==> src/design/dpr_host_pkg.sv <==
// constants and carriers for the dual-port memory port controller
package dpr_host_pkg;

	// ---------------------------------------------------------------
	// widths and map
	// ---------------------------------------------------------------
	localparam int ADDR_W = 15;
	localparam int DATA_W = 36;
	localparam int LANE_W = 4;
	localparam int FLAG_AW = 3;
	localparam logic [ADDR_W-1:0] MBOX_RIGHT = 15'h7fff;
	localparam logic [ADDR_W-1:0] MBOX_LEFT = 15'h7ffe;
	localparam logic [ADDR_W-1:0] MBOX_RIGHT_16K = 15'h3fff;
	localparam logic [ADDR_W-1:0] MBOX_LEFT_16K = 15'h3ffe;

	// ---------------------------------------------------------------
	// timing
	// ---------------------------------------------------------------
	localparam int CLK_MHZ = 10;
	localparam int SYNC_DEPTH = 3;
	localparam int T_ACCESS_NS = 15;
	localparam int T_FLOW_NS = 25;
	localparam int T_HOLD_SETTLE_NS = 15;
	localparam int T_FLAG_PULSE_NS = 10;
	localparam int ACCESS_CYC = (T_ACCESS_NS * CLK_MHZ + 999) / 1000;
	localparam int FLOW_CYC = (T_FLOW_NS * CLK_MHZ + 999) / 1000;
	localparam int SETTLE_CYC = (T_HOLD_SETTLE_NS * CLK_MHZ + 999) / 1000;
	localparam int FLAG_PULSE_CYC = (T_FLAG_PULSE_NS * CLK_MHZ + 999) / 1000;
	localparam logic [3:0] READ_WAIT = 4'(ACCESS_CYC + FLOW_CYC + SYNC_DEPTH);
	localparam logic [3:0] SETTLE_WAIT = 4'(SETTLE_CYC + SYNC_DEPTH);
	localparam logic [3:0] RECOVER_WAIT = 4'(FLAG_PULSE_CYC);

	// ---------------------------------------------------------------
	// reset values
	// ---------------------------------------------------------------
	localparam logic [LANE_W-1:0] LANES_OFF = 4'hf;
	localparam logic [1:0] CTRL_IDLE = 2'h3;
	localparam logic [DATA_W-1:0] DATA_ZERO = 36'h0;

	// ---------------------------------------------------------------
	// commands and carriers
	// ---------------------------------------------------------------
	typedef enum logic [1:0] {
		OP_MEM_READ   = 2'b00,
		OP_MEM_WRITE  = 2'b01,
		OP_FLAG_READ  = 2'b10,
		OP_FLAG_WRITE = 2'b11
	} op_t;

	typedef struct packed {
		op_t               op;
		logic [ADDR_W-1:0] addr;
		logic [DATA_W-1:0] data;
		logic [LANE_W-1:0] lanesN;
	} cmd_t;

	typedef struct packed {
		logic [ADDR_W-1:0] addr;
		logic              portSelectLowTrue;
		logic              portSelectHighTrue;
		logic              flagLatchSelectN;
		logic [LANE_W-1:0] byteLaneSelectN;
		logic              outputEnableN;
		logic              writeReadN;
		logic [DATA_W-1:0] dataOut;
		logic              dataOe;
	} pins_t;

	localparam pins_t PINS_IDLE = '{
		addr: '0, portSelectLowTrue: 1'b1, portSelectHighTrue: 1'b0,
		flagLatchSelectN: 1'b1, byteLaneSelectN: LANES_OFF, outputEnableN: 1'b1,
		writeReadN: 1'b1, dataOut: '0, dataOe: 1'b0};

endpackage

==> src/design/pin_sync.sv <==
// three-stage input synchroniser with agreement filter
`timescale 1ns/10ps
`default_nettype none
module pin_sync #(
	parameter int              W        = 1,
	parameter logic [W-1:0]    RESET_VAL = '0
) (
	input  wire logic         sys_clk,
	input  wire logic         rst_n,
	input  wire logic [W-1:0] pinIn,
	output var  logic [W-1:0] stable
);

	logic [W-1:0] s1_q;
	logic [W-1:0] s2_q;
	logic [W-1:0] s3_q;
	logic [W-1:0] stable_q;
	logic [W-1:0] stable_d;

	// ---------------------------------------------------------------
	// filter
	// ---------------------------------------------------------------
	// s1 feeds s2 only; per bit, a change counts once s2 and s3 agree
	always_comb begin
		stable_d = stable_q;
		for (int i = 0; i < W; i++) begin
			if (s2_q[i] == s3_q[i]) begin
				stable_d[i] = s3_q[i];
			end
		end
	end

	always_ff @(posedge sys_clk or negedge rst_n) begin
		if (!rst_n) begin
			s1_q     <= RESET_VAL;
			s2_q     <= RESET_VAL;
			s3_q     <= RESET_VAL;
			stable_q <= RESET_VAL;
		end else begin
			s1_q     <= pinIn;
			s2_q     <= s1_q;
			s3_q     <= s2_q;
			stable_q <= stable_d;
		end
	end

	assign stable = stable_q;

endmodule // pin_sync
`default_nettype wire

==> src/design/dpr_port_host.sv <==
// controller driving one port of the asynchronous dual-port memory
// Functional notes
// read/write control stays high during reads
// read/write control high while address changes
// write needs low control plus select
// device accepts either write termination order
// late select during low control floats outputs
// memory read: port select with output enable
// flag read: flag select with output enable
// every flag read is a fresh select cycle
// cross-port reads wait out flow delay
// top two words are the mailboxes
// writing other mailbox raises owner interrupt
// reading own mailbox clears own interrupt
// reading other mailbox clears nothing
// held port cannot set other interrupt
// held port cannot clear own interrupt
// arbiter grants one port, holds the other
// simultaneous flag requests: exactly one wins
// all flags start free
// role pin chooses hold output or input
// delay slave writes until hold settles
// eight flags, three low address bits
// claimed flag changeable only by owner
// partial lanes touch only selected bytes
// queued requester owns flag on release
// master inhibits held port's contended write
`timescale 1ns/10ps
`default_nettype none
module dpr_port_host
	import dpr_host_pkg::*;
(
	input  wire logic                      sys_clk,
	input  wire logic                      rst_n,
	input  wire logic                      cmdValid,
	input  wire dpr_host_pkg::cmd_t        cmd,
	output var  logic                      cmdReady,
	output var  logic                      rspValid,
	output var  logic [dpr_host_pkg::DATA_W-1:0] rspData,
	output var  logic                      intPending,
	output var  logic                      holdSeen,
	output var  dpr_host_pkg::pins_t       pinsOut,
	input  wire logic [dpr_host_pkg::DATA_W-1:0] dataIn,
	input  wire logic                      holdN,
	input  wire logic                      mailIntN
);
	import dpr_host_pkg::*;

	typedef enum logic [2:0] {
		ST_IDLE    = 3'b000,
		ST_ADDR    = 3'b001,
		ST_SETTLE  = 3'b010,
		ST_RD_SEL  = 3'b011,
		ST_WR_SEL  = 3'b100,
		ST_WR_LOW  = 3'b101,
		ST_WR_END  = 3'b110,
		ST_RECOVER = 3'b111
	} state_t;

	// ---------------------------------------------------------------
	// input synchronisers
	// ---------------------------------------------------------------
	logic [DATA_W-1:0] dataSync;
	logic [1:0]        ctrlSync;

	pin_sync #(.W(DATA_W), .RESET_VAL(DATA_ZERO)) u_data_sync (
		.sys_clk (sys_clk),
		.rst_n   (rst_n),
		.pinIn   (dataIn),
		.stable  (dataSync)
	);

	pin_sync #(.W(2), .RESET_VAL(CTRL_IDLE)) u_ctrl_sync (
		.sys_clk (sys_clk),
		.rst_n   (rst_n),
		.pinIn   ({holdN, mailIntN}),
		.stable  (ctrlSync)
	);

	logic holdActive;
	logic intActive;
	assign holdActive = ~ctrlSync[1];
	assign intActive  = ~ctrlSync[0];

	// ---------------------------------------------------------------
	// sequencer
	// ---------------------------------------------------------------
	state_t            state_q;
	state_t            state_d;
	cmd_t              cmd_q;
	cmd_t              cmd_d;
	pins_t             pins_q;
	pins_t             pins_d;
	logic [3:0]        wait_q;
	logic [3:0]        wait_d;
	logic              ready_q;
	logic              ready_d;
	logic              rspValid_q;
	logic              rspValid_d;
	logic [DATA_W-1:0] rspData_q;
	logic [DATA_W-1:0] rspData_d;
	logic              intPending_q;
	logic              holdSeen_q;
	logic              isFlag;
	logic              isWrite;

	assign isFlag  = cmd_q.op[1];
	assign isWrite = cmd_q.op[0];

	always_comb begin
		state_d    = state_q;
		cmd_d      = cmd_q;
		pins_d     = pins_q;
		wait_d     = wait_q;
		ready_d    = 1'b0;
		rspValid_d = 1'b0;
		rspData_d  = rspData_q;
		case (state_q)
			ST_IDLE: begin
				ready_d = 1'b1;
				if (cmdValid && ready_q) begin
					cmd_d          = cmd;
					ready_d        = 1'b0;
					// address moves only with control high and selects off
					pins_d         = PINS_IDLE;
					pins_d.addr    = cmd.op[1] ? {12'h000, cmd.addr[FLAG_AW-1:0]} : cmd.addr;
					wait_d         = SETTLE_WAIT;
					state_d        = ST_ADDR;
				end
			end
			ST_ADDR: begin
				// hold must be settled and released before any write starts
				if (wait_q != 4'h0) begin
					wait_d = wait_q - 4'h1;
				end else if (isWrite && holdActive) begin
					state_d = ST_SETTLE;
				end else if (isWrite) begin
					pins_d.dataOe  = 1'b1;
					pins_d.dataOut = isFlag ? {35'h0, cmd_q.data[0]} : cmd_q.data;
					state_d        = ST_WR_SEL;
				end else begin
					pins_d.writeReadN    = 1'b1;
					pins_d.outputEnableN = 1'b0;
					if (isFlag) begin
						pins_d.flagLatchSelectN = 1'b0;
					end else begin
						pins_d.portSelectLowTrue  = 1'b0;
						pins_d.portSelectHighTrue = 1'b1;
						pins_d.byteLaneSelectN    = cmd_q.lanesN;
					end
					wait_d  = READ_WAIT;
					state_d = ST_RD_SEL;
				end
			end
			ST_SETTLE: begin
				// a held port waits; its write would land on a contended word
				if (!holdActive) begin
					wait_d  = SETTLE_WAIT;
					state_d = ST_ADDR;
				end
			end
			ST_RD_SEL: begin
				if (wait_q != 4'h0) begin
					wait_d = wait_q - 4'h1;
				end else begin
					rspData_d  = isFlag ? {35'h0, dataSync[0]} : dataSync;
					rspValid_d = 1'b1;
					pins_d     = PINS_IDLE;
					pins_d.addr = pins_q.addr;
					wait_d     = RECOVER_WAIT;
					state_d    = ST_RECOVER;
				end
			end
			ST_WR_SEL: begin
				// select first, then control low, so outputs never turn on
				if (isFlag) begin
					pins_d.flagLatchSelectN = 1'b0;
				end else begin
					pins_d.portSelectLowTrue  = 1'b0;
					pins_d.portSelectHighTrue = 1'b1;
					pins_d.byteLaneSelectN    = cmd_q.lanesN;
				end
				state_d = ST_WR_LOW;
			end
			ST_WR_LOW: begin
				pins_d.writeReadN = 1'b0;
				state_d           = ST_WR_END;
			end
			ST_WR_END: begin
				// control-terminated write; data held through the edge
				pins_d.writeReadN = 1'b1;
				rspData_d         = cmd_q.data;
				rspValid_d        = 1'b1;
				wait_d            = RECOVER_WAIT;
				state_d           = ST_RECOVER;
			end
			ST_RECOVER: begin
				pins_d      = PINS_IDLE;
				pins_d.addr = pins_q.addr;
				// flag select stays off long enough before the next access
				if (wait_q != 4'h0) begin
					wait_d = wait_q - 4'h1;
				end else begin
					ready_d = 1'b1;
					state_d = ST_IDLE;
				end
			end
			default: begin
				state_d = ST_IDLE;
				pins_d  = PINS_IDLE;
			end
		endcase
	end

	always_ff @(posedge sys_clk or negedge rst_n) begin
		if (!rst_n) begin
			state_q      <= ST_IDLE;
			cmd_q        <= '0;
			pins_q       <= PINS_IDLE;
			wait_q       <= 4'h0;
			ready_q      <= 1'b0;
			rspValid_q   <= 1'b0;
			rspData_q    <= DATA_ZERO;
			intPending_q <= 1'b0;
			holdSeen_q   <= 1'b0;
		end else begin
			state_q      <= state_d;
			cmd_q        <= cmd_d;
			pins_q       <= pins_d;
			wait_q       <= wait_d;
			ready_q      <= ready_d;
			rspValid_q   <= rspValid_d;
			rspData_q    <= rspData_d;
			intPending_q <= intActive;
			holdSeen_q   <= holdActive;
		end
	end

	assign cmdReady   = ready_q;
	assign rspValid   = rspValid_q;
	assign rspData    = rspData_q;
	assign intPending = intPending_q;
	assign holdSeen   = holdSeen_q;
	assign pinsOut    = pins_q;

endmodule // dpr_port_host
`default_nettype wire

==> config.mk <==
export PLATFORM = sky130hd
export DESIGN_NAME = dpr_port_host
export DESIGN_NICKNAME = d
export VERILOG_FILES = /design/src/design/dpr_host_pkg.sv /design/src/design/pin_sync.sv /design/src/design/dpr_port_host.sv
export SDC_FILE = /design/constraint.sdc
export NUM_CORES = 1
export LEC_CHECK = 0
export ABC_AREA = 1
export BUFFER_PORTS_ARGS = -buffer_cell sky130_fd_sc_hd__buf_2
export CELL_PAD_IN_SITES_DETAIL_PLACEMENT = 1
export CELL_PAD_IN_SITES_GLOBAL_PLACEMENT = 2
export CORE_MARGIN = 4
export CORE_UTILIZATION = 34
export CTS_BUF_LIST = sky130_fd_sc_hd__clkbuf_8 sky130_fd_sc_hd__clkbuf_16
export DETAILED_ROUTE_END_ITERATION = 8
export PLACE_DENSITY_LB_ADDON = 0.1
export SLEW_MARGIN = 15
export SYNTH_ARGS = -nofsm -noshare
export SYNTH_HDL_FRONTEND = slang
export SYNTH_HIERARCHICAL = 1
export SYNTH_SLANG_ARGS = --single-unit
==> constraint.sdc <==
create_clock -name sys_clk -period 1.9 [get_ports sys_clk]
set_input_delay 0.38 -clock sys_clk [delete_from_list [all_inputs] [get_ports sys_clk]]
set_output_delay 0.38 -clock sys_clk [all_outputs]
set_load 0.02 [all_outputs]
==> flow_summary.json, run 1 <==
{
  "hold_path_depth": 1,
  "worstMarginPinSlew_ns": 0.346,
  "synth_xor_area_share_pct": 0.0778,
  "first_global_vias": 9226,
  "final.setup.tns_ns": 0,
  "power_leakage_nw": 7.58,
  "insertion_delay_ns": 0.51,
  "fmax_mhz": 578,
  "crit_arrival_ns": 2.11,
  "overflow": 0,
  "p_total_mw": 24.5,
  "drt_pass1_iterations": 6,
  "synth_top_family_by_area": "simple AND/OR/NAND/NOR gates",
  "drtAntennaViolNets": 0,
  "critPathKind": "reg -> reg",
  "clk_pin_slew_ns": 0.06,
  "clkSinkCount": 302,
  "ioPinCount": 199,
  "fin_area_um2": 14500,
  "cts_root_buf": "clkbuf_16",
  "drv_slew": 0,
  "place.gp.congestion": 0.768,
  "fillerInstances": 3745,
  "synth.cell_area_um2": 11300,
  "yosysSeqAreaShare_pct": 67.3,
  "grt_antenna_before_repair": 2,
  "crit_path_end_kind": "flop",
  "viasPerCell": 4.57,
  "fp.dieH_um": 190,
  "crit_buf_inv": 2,
  "crit_family": "flip-flops",
  "setup_violations": 0,
  "synthCells": 1175,
  "post_route_cells_drive_above_1_share_pct": 22.0,
  "grt.total_usage_pct": 17.4,
  "critical_path_required_ns": 2.28,
  "grt_pass1_wl_um": 50700,
  "rsz0062_at_grt": "false",
  "synth_compound_area_share_pct": 6.45,
  "die_x_um": 190,
  "antenna_cells": 0,
  "die_area_um2": 36100,
  "utilization_pct": 44.6,
  "fin_crit_ns": 1.73,
  "cts_tree": "built",
  "area_growth_pct": 29.1,
  "synthTopCellsByArea": "dfrtp_1 (64%), nand2_1 (13%), nor2_1 (3.8%)",
  "yosysUniqueCellTypes": 23,
  "yosys.area_share.simple_pct": 21.0,
  "hold_viol": 0,
  "synth_top_area_share_pct": 63.5,
  "synth_top_cell_by_area": "dfrtp_1",
  "maxSlewHeadroom_pct": 76.9,
  "cts_buffers": 36,
  "fin_nets": 1528,
  "cts_buffer_depth": 3,
  "synth-seq-cells": 302,
  "ctsHtreeMaxLevel": 2,
  "portBuffers": 198,
  "synth_area_per_cell_um2": 9.59,
  "timing.critical_path.cells": "inv_2 -> nor2_1 -> nand2_2 -> buf_12 -> o21ai_0 -> a21oi_1",
  "placed_area_um2": 13000,
  "ys_warn_count": 6,
  "dp_hpwl_um": 20800,
  "vdd.ir_drop.worst_uv": 876,
  "path_max_fanout": 66,
  "holdWs_ns": 0.0225,
  "synthesis.nets": 1274,
  "num_rows": 66,
  "core_region_area_um2": 32600,
  "drc": 0,
  "num_vias": 8667,
  "finalClockSkew_ns": 0.00986,
  "initial_core_util_pct": 34.5,
  "worst-path-stages": 6,
  "slowest_stage": "dfrtp_1",
  "grt_max_degree": 67,
  "hold_class": "in -> reg",
  "maxCapViolCount": 0,
  "synthAdderAreaFrac_pct": 0.111,
  "cp-start-kind": "flop",
  "p_per_area_nw_per_um2": 1680,
  "layout_worst_path_cycle_share_pct": 91.1,
  "r2r_cells": 6,
  "yosys-mux-area-fraction_pct": 0,
  "max_stage_delay_ns": 0.52,
  "status": "finished, final reports clean",
  "drtIter0Drc": 333,
  "detail_route.wl_per_cell_um": 16.3,
  "routed_wl_um": 30800
}
-- kinds of logic (layout without fill, tap and decap cells) --
| kind of cell | Yosys count | in the layout |
|---|---|---|
| xor+xnor | 1 | 1 |
| flops | 302 | 302 |
| simple gates | 595 | 595 |
| compound gates | 143 | 143 |
| fa+ha+maj | 1 | 1 |
| buf+inv | 133 | 411 |
-- power breakdown --
group | total (mW) | internal (mW) | switching (mW)
clock | 6.88 | 4.25 | 2.63
combinational | 8.26 | 2.70 | 5.56
sequential | 9.34 | 8.24 | 1.10
-- synthesized netlist by cell type, drive strengths merged --
cell and count:
nor3 15, nand4 1, ha 1, nand3 62
dfstp 16, inv 81, clkbuf 12, o21ai 65
buf 40, xor2 1, nor2 117, a21oi 78
nand2 400, dfrtp 286
-- through the flow --
| stage | worst slack (ns) | cells |
|---|---|---|
| 2_1_floorplan | 0.317 | 1175 |
| 3_3_place_gp | 0.174 | 1796 |
| 3_5_place_dp | 0.160 | 1796 |
| 4_1_cts | 0.157 | 1894 |
| 5_1_grt | 0.0117 | 1895 |
| 6_report | 0.169 | 1895 |
-- layout by cell type, fill, tap and decap left out, types with 3 or more instances in the layout --
cell	Yosys	routed
inv_1	77	83
inv_2	4	4
o21ai_0	62	62
bufinv_16	0	3
buf_2	31	197
dfstp_2	16	16
nor3_1	14	14
clkbuf_16	0	38
nor2_2	3	3
buf_12	0	12
clkbuf_8	0	6
dlygate4sd3_1	0	37
dfrtp_1	286	286
a21oi_1	78	78
nand2_2	4	5
nand2_1	396	395
clkinv_2	0	7
nand3_1	61	60
buf_4	9	21
nor2_1	113	113
-- timing repair --
item | 4_1_cts | 5_1_grt
buffers inserted | 0 | 0
endpoints found under the setup margin | 0 | 6
hold buffers | 36 | 1
resized for setup | 0 | 1
endpoints found under the hold margin | 59 | 1
-- registers in the layout, summed over array words and instances (netlist names) --
name,flops
u_data_sync/s3_q,36
cmd_q,42
u_ctrl_sync/s1_q,2
intPending,1
u_data_sync/stable,36
state_q,3
cmdReady,1
u_ctrl_sync/s3_q,2
holdSeen,1
u_ctrl_sync/stable,2
rspData,36
wait_q,4
u_ctrl_sync/s2_q,2
pinsOut,61
rspValid,1
u_data_sync/s2_q,36
u_data_sync/s1_q,36
-- final timing paths --
kind	from	endpoint	slack, ns
min reg2reg	u_data_sync/s1_q[0]	u_data_sync/s2_q[0]	0.35
min in group asynchronous	rst_n	u_data_sync/s3_q[20]	0.34
max reg2reg	state_q[1]	rspData[4]	0.17
max in group asynchronous	rst_n	u_data_sync/s1_q[10]	0.88
min	dataIn[18]	u_data_sync/s1_q[18]	0.02
max	state_q[1]	rspData[4]	0.17
-- worst register-to-register path, stage by stage, from the launching register on --
cell and delay, ns:
dfrtp_1 0.52, inv_2 0.13, nor2_1 0.18, nand2_2 0.13
buf_12 0.21, o21ai_0 0.33, a21oi_1 0.11
-- layer usage --
metal / GRT usage [%] / part of all wire [%] / up-vias
li1: - / - / 4188
met1: 24.4 / 47 / 4264
met2: 28.1 / 47 / 162
met3: 3.39 / 4.8 / 49
met4: 4.09 / 1.9 / 4
met5: 0 / 0.075 / -
-- layout make-up --
class	instances	area [um2]	share of cell area, %
sequential	302	7580	52.1
multi-input combinational	740	3140	21.6
timing repair buffer	268	1770	12.2
clock buffer	44	1030	7.11
tap	442	553	3.80
inverter	81	304	2.09
clock inverter	18	168	1.15
Note: power is estimated with default switching activity, not from simulation.
==> inputs of run 2 (changes only) <==
--- a/config.mk
+++ b/config.mk
@@ -6,13 +6,13 @@
 export NUM_CORES = 1
 export LEC_CHECK = 0
 export ABC_AREA = 1
-export BUFFER_PORTS_ARGS = -buffer_cell sky130_fd_sc_hd__buf_2
 export CELL_PAD_IN_SITES_DETAIL_PLACEMENT = 1
 export CELL_PAD_IN_SITES_GLOBAL_PLACEMENT = 2
 export CORE_MARGIN = 4
-export CORE_UTILIZATION = 34
+export CORE_UTILIZATION = 39
 export CTS_BUF_LIST = sky130_fd_sc_hd__clkbuf_8 sky130_fd_sc_hd__clkbuf_16
 export DETAILED_ROUTE_END_ITERATION = 8
+export DONT_BUFFER_PORTS = 1
 export PLACE_DENSITY_LB_ADDON = 0.1
 export SLEW_MARGIN = 15
 export SYNTH_ARGS = -nofsm -noshare
==> run 2 against run 1 <==
The run now ends with negative hold slack left. Register-to-register slack about the same. Flip-flop and latch count unchanged. Sequential share of layout area up 2.6 points. Largest power group unchanged. First-iteration DRC count up 9.9%. Utilization up 4.6 points. Via count down 5.8%. Critical path type unchanged. Global-route usage up 2.0 points. Setup slack about the same. Fmax about the same.
==> flow_summary.json, run 2 (synthesis gave the netlist of run 1 again) <==
{
  "status": "finished, violations left",
  "violations": "negative hold slack",
  "core_region_area_um2": 28200,
  "overflow": 0,
  "timing.critical_path.cells": "inv_1 -> ha_1 -> nand2_2 -> nand2_1 -> nand2_1 -> inv_1 -> nand3_2 -> buf_12 -> nand2_1 -> nand2_1",
  "cts_tree": "built",
  "clk_pin_slew_ns": 0.06,
  "layout_worst_path_cycle_share_pct": 91.1,
  "cpMostUsedCell": "nand2_1",
  "power.internal_mw": 14.5,
  "final.setup.tns_ns": 0,
  "drc": 0,
  "seqPwrFrac_pct": 46.5,
  "drv_slew": 0,
  "power_leakage_nw": 6.87,
  "largest_register_ffs": 61,
  "detail_route.wl_per_cell_um": 17.8,
  "insertion_delay_ns": 0.50,
  "worstMarginPinSlew_ns": 0.821,
  "combPwrFrac_pct": 24.3,
  "portBuffers": 0,
  "cp-start-kind": "flop",
  "routed_wl_um": 29800,
  "post_route_cells_drive_above_1_share_pct": 9.01,
  "slowest_stage": "dfrtp_1",
  "initial_core_util_pct": 40.0,
  "grt_antenna_before_repair": 1,
  "critPathKind": "reg -> reg",
  "num_rows": 61,
  "maxCapViolCount": 0,
  "place.gp.congestion": 0.795,
  "cts_buffers": 35,
  "max_stage_delay_ns": 0.37,
  "rsz0062_at_grt": "false",
  "fin_crit_ns": 1.73,
  "cts_root_buf": "clkbuf_16",
  "grt_max_degree": 303,
  "fin_nets": 1371,
  "finalClockSkew_ns": 0.00947,
  "area_growth_pct": 23.0,
  "ctsHtreeMaxLevel": 2,
  "p_sw_mw": 8.89,
  "p_per_area_nw_per_um2": 1690,
  "fmax_mhz": 578,
  "ioPinCount": 199,
  "cts_setup_buffers": 0,
  "r2r_cells": 10,
  "clkSinkCount": 302,
  "die_x_um": 178,
  "clockPowerShare_pct": 29.2,
  "vdd.ir_drop.worst_uv": 911,
  "fp.dieH_um": 178,
  "num_vias": 8167,
  "final_cell_mix": "nand2_1 (395), dfrtp_1 (284), nor2_1 (113)",
  "drtAntennaViolNets": 0,
  "dp_hpwl_um": 19000,
  "worst-path-stages": 10,
  "crit_path_end_kind": "flop",
  "hold_class": "in -> async",
  "cts_buffer_depth": 3,
  "drt_pass1_iterations": 4,
  "holdWs_ns": -0.429,
  "path_max_fanout": 30,
  "maxSlewHeadroom_pct": 45.3,
  "viasPerCell": 4.87,
  "fillerInstances": 3118,
  "grt.total_usage_pct": 19.3,
  "grt_pass1_wl_um": 48800,
  "postCtsHoldBufs": 87,
  "critical_path_required_ns": 2.29,
  "drtIter0Drc": 366,
  "final_common_cell": "nand2_1",
  "p_sw_share_pct": 38.0,
  "die_area_um2": 31700,
  "hold_viol": 290,
  "crit_buf_inv": 3,
  "crit_arrival_ns": 2.12,
  "crit_family": "simple AND/OR/NAND/NOR gates",
  "first_global_vias": 8954,
  "setup_violations": 0
}
[run 2: cell types whose count changed in the layout (fill, tap and decap cells not counted), sizes merged]
cell,before,now
inv,87,88
buf,231,25
diode,0,1
dlygate4sd3,37,87
clkinv,9,4
clkbuf,44,50
bufinv,3,2
[run 2: repair_timing]
item,in CTS,in global routing
resized for setup,0,3
setup endpoints to repair,0,43
endpoints found under the hold margin,389,302
[run 2: layout make-up]
type	instances	area [um2]	share of cell area, %
flip-flops and latches	302	7580	54.7
multi-input cells	740	3140	22.6
well taps	378	473	3.41
diodes	1	2.50	0.0181
repair buffers	112	1150	8.27
clock inverters	13	106	0.768
clock buffers	50	1100	7.98
inverters	81	304	2.19
[run 2: worst paths after layout]
kind	startpoint	end	slack [ns]
min	rst_n	rspData[18]	-0.43
min reg2reg	u_data_sync/s1_q[7]	u_data_sync/s2_q[7]	0.35
max	wait_q[0]	pinsOut[15]	0.17
max reg2reg	wait_q[0]	pinsOut[15]	0.17
max in group asynchronous	rst_n	state_q[2]	1.60
min in group sys_clk	cmd[32]	cmd_q[32]	0.02
[run 2: layer usage]
layer / track usage (%) / vias to the layer above / routed length (um)
met2: 32.0 / 180 / 14200
li1: - / 3877 / -
met3: 5.45 / 33 / 2280
met5: 0 / - / 0
met4: 4.00 / 0 / 391
met1: 25.6 / 4077 / 12900
[run 2: through the flow]
stage	power [mW]	utilization [%]	setup slack (ns)	std cells	instance area, um2
after floorplan	14.4	-	0.317	1175	11300
after global placement	16.5	41.8	0.122	1526	11800
after detailed placement	16.7	41.8	0.0945	1526	11800
after CTS	23.8	49.2	0.0808	1676	13800
after global routing	25.1	49.2	0.0324	1677	13900
final	23.4	49.2	0.169	1677	13900
[run 2: power groups by stage]
stage | logic [mW] | registers, mW | clock network (mW)
6_report | 5.68 | 10.9 | 6.84
5_1_grt | 6.54 | 11.2 | 7.37
4_1_cts | 5.80 | 10.9 | 7.08
3_5_place_dp | 5.63 | 11.0 | 0
3_3_place_gp | 5.46 | 11.0 | 0
2_1_floorplan | 4.01 | 10.4 | 0
==> inputs of run 3 (changes only) <==
--- a/config.mk
+++ b/config.mk
@@ -13,6 +13,7 @@
 export CTS_BUF_LIST = sky130_fd_sc_hd__clkbuf_8 sky130_fd_sc_hd__clkbuf_16
 export DETAILED_ROUTE_END_ITERATION = 8
 export DONT_BUFFER_PORTS = 1
+export MAX_ROUTING_LAYER = met4
 export PLACE_DENSITY_LB_ADDON = 0.1
 export SLEW_MARGIN = 15
 export SYNTH_ARGS = -nofsm -noshare
==> run 3 against run 2 <==
The flow still finishes with violations (negative hold slack). Fmax increased by 0.17%. Global-route usage increased by 0.59 points. Worst hold slack improved by 0.0015 ns. Critical path depth unchanged. Critical endpoint unchanged.
==> flow_summary.json, run 3 (synthesis gave the netlist of run 1 again) <==
{
  "final.setup.tns_ns": 0,
  "critPathKind": "reg -> reg",
  "grt.total_usage_pct": 19.9,
  "drc": 0,
  "p_total_mw": 23.4,
  "reg2reg_slack_ns": 0.17,
  "cts_root_buf": "clkbuf_16",
  "use_met3_pct": 5.22,
  "fillerInstances": 3118,
  "crit_path_end_kind": "flop",
  "fin_crit_ns": 1.73,
  "clk_pin_slew_ns": 0.06,
  "grt_antenna_before_repair": 1,
  "r2r_cells": 10,
  "portBuffers": 0,
  "power_leakage_nw": 6.87,
  "core_region_area_um2": 28200,
  "critical_path_required_ns": 2.29,
  "cp-start-kind": "flop",
  "maxCapViolCount": 0,
  "die_x_um": 178,
  "die_area_um2": 31700,
  "met2_usage_pct": 32.2,
  "grt_busiest_layer": "met2",
  "fin_nets": 1371,
  "drtIter0Drc": 349,
  "ioPinCount": 199,
  "violations": "negative hold slack",
  "maxSlewHeadroom_pct": 43.8,
  "final_cell_mix": "nand2_1 (395), dfrtp_1 (284), nor2_1 (113)",
  "layout_worst_path_cycle_share_pct": 91.0,
  "postCtsHoldBufs": 87,
  "drv_slew": 0,
  "finalClockSkew_ns": 0.00864,
  "cts_tree": "built",
  "vdd.ir_drop.worst_uv": 913,
  "seqPwrFrac_pct": 46.5,
  "fmax_mhz": 579,
  "place.gp.congestion": 0.806,
  "cts_buffers": 35,
  "grt_max_degree": 303,
  "num_rows": 61,
  "holdWs_ns": -0.428,
  "overflow": 0,
  "drtAntennaViolNets": 0,
  "area_growth_pct": 23.0,
  "grt_util_met1_pct": 25.7,
  "ctsHtreeMaxLevel": 2,
  "largest_register_ffs": 61,
  "grt_pass1_wl_um": 48800,
  "clockPowerShare_pct": 29.2,
  "detail_route.wl_per_cell_um": 17.8,
  "routed_wl_um": 29900,
  "drt_pass1_iterations": 4,
  "initial_core_util_pct": 40.0,
  "post_route_cells_drive_above_1_share_pct": 9.01,
  "final_common_cell": "nand2_1",
  "insertion_delay_ns": 0.50,
  "clkSinkCount": 302,
  "p_sw_mw": 8.89,
  "worstReg2RegEnd": "pinsOut[15]",
  "hold_class": "in -> async",
  "rr_startpoint": "wait_q[0]",
  "status": "finished, violations left",
  "rsz0062_at_grt": "false",
  "combPwrFrac_pct": 24.3,
  "power.internal_mw": 14.5,
  "dp_hpwl_um": 19000,
  "first_global_vias": 8964,
  "num_vias": 8167,
  "cts_buffer_depth": 3,
  "cts_setup_buffers": 0,
  "path_max_fanout": 30,
  "setup_violations": 0,
  "p_per_area_nw_per_um2": 1690,
  "fp.dieH_um": 178,
  "crit_arrival_ns": 2.12,
  "worstMarginPinSlew_ns": 0.842,
  "viasPerCell": 4.87,
  "p_sw_share_pct": 38.0,
  "hold_viol": 298
}
run 3: final cells by class:
class	instances	area [um2]	area share, %
Sequential cell	302	7580	54.7
Multi-Input combinational cell	740	3140	22.6
Timing Repair Buffer	112	1150	8.27
Clock buffer	50	1100	7.98
Tap cell	378	473	3.41
Inverter	81	304	2.19
Clock inverter	13	106	0.768
Antenna cell	1	2.50	0.0181
run 3: timing repair:
item	CTS	global route
setup endpoints to repair	0	43
endpoints found under the hold margin	389	302
gates resized for setup	0	3
run 3: routing by layer:
metal / wire (um) / up-vias
li1: - / 3877
met1: 13100 / 4079
met2: 14300 / 176
met3: 2090 / 35
met4: 420 / 0
met5: 0 / -
run 3: worst max-delay path by stage:
stage / startpoint / to / slack [ns] / cells after the start
floorplan: wait_q[0] / pinsOut[26] / 0.32 / 10
CTS: state_q[2] / cmd_q[56] / 0.08 / 6
detailed placement: state_q[2] / pinsOut[54] / 0.09 / 7
global route: wait_q[0] / pinsOut[11] / 0.03 / 10
global placement: state_q[2] / pinsOut[46] / 0.12 / 7
finish: wait_q[0] / pinsOut[15] / 0.17 / 10
run 3: critical path: stages (launching register included):
cell,delay (ns)
dfrtp_1,0.37
inv_1,0.11
ha_1,0.21
nand2_2,0.18
nand2_1,0.12
nand2_1,0.10
inv_1,0.09
nand3_2,0.09
buf_12,0.19
nand2_1,0.08
nand2_1,0.06
run 3: power by group through the flow:
| stage | sequential [mW] | combinational, mW | clock, mW |
|---|---|---|---|
| detailed placement | 11.0 | 5.63 | 0 |
| global placement | 11.0 | 5.46 | 0 |
| floorplan | 10.4 | 4.01 | 0 |
| finish | 10.9 | 5.68 | 6.84 |
| CTS | 10.9 | 5.80 | 7.08 |
| global route | 11.2 | 6.54 | 7.38 |
run 3: through the flow:
step / utilization (%) / setup WS (ns) / std cells / instance area, um2 / hold slack, ns
finish: 49.2 / 0.172 / 1677 / 13900 / -0.428
global route: 49.2 / 0.0324 / 1677 / 13900 / -0.454
CTS: 49.2 / 0.0808 / 1676 / 13800 / -0.449
detailed placement: 41.8 / 0.0945 / 1526 / 11800 / 0.0925
global placement: 41.8 / 0.122 / 1526 / 11800 / 0.0933
floorplan: - / 0.317 / 1175 / 11300 / 0.0844
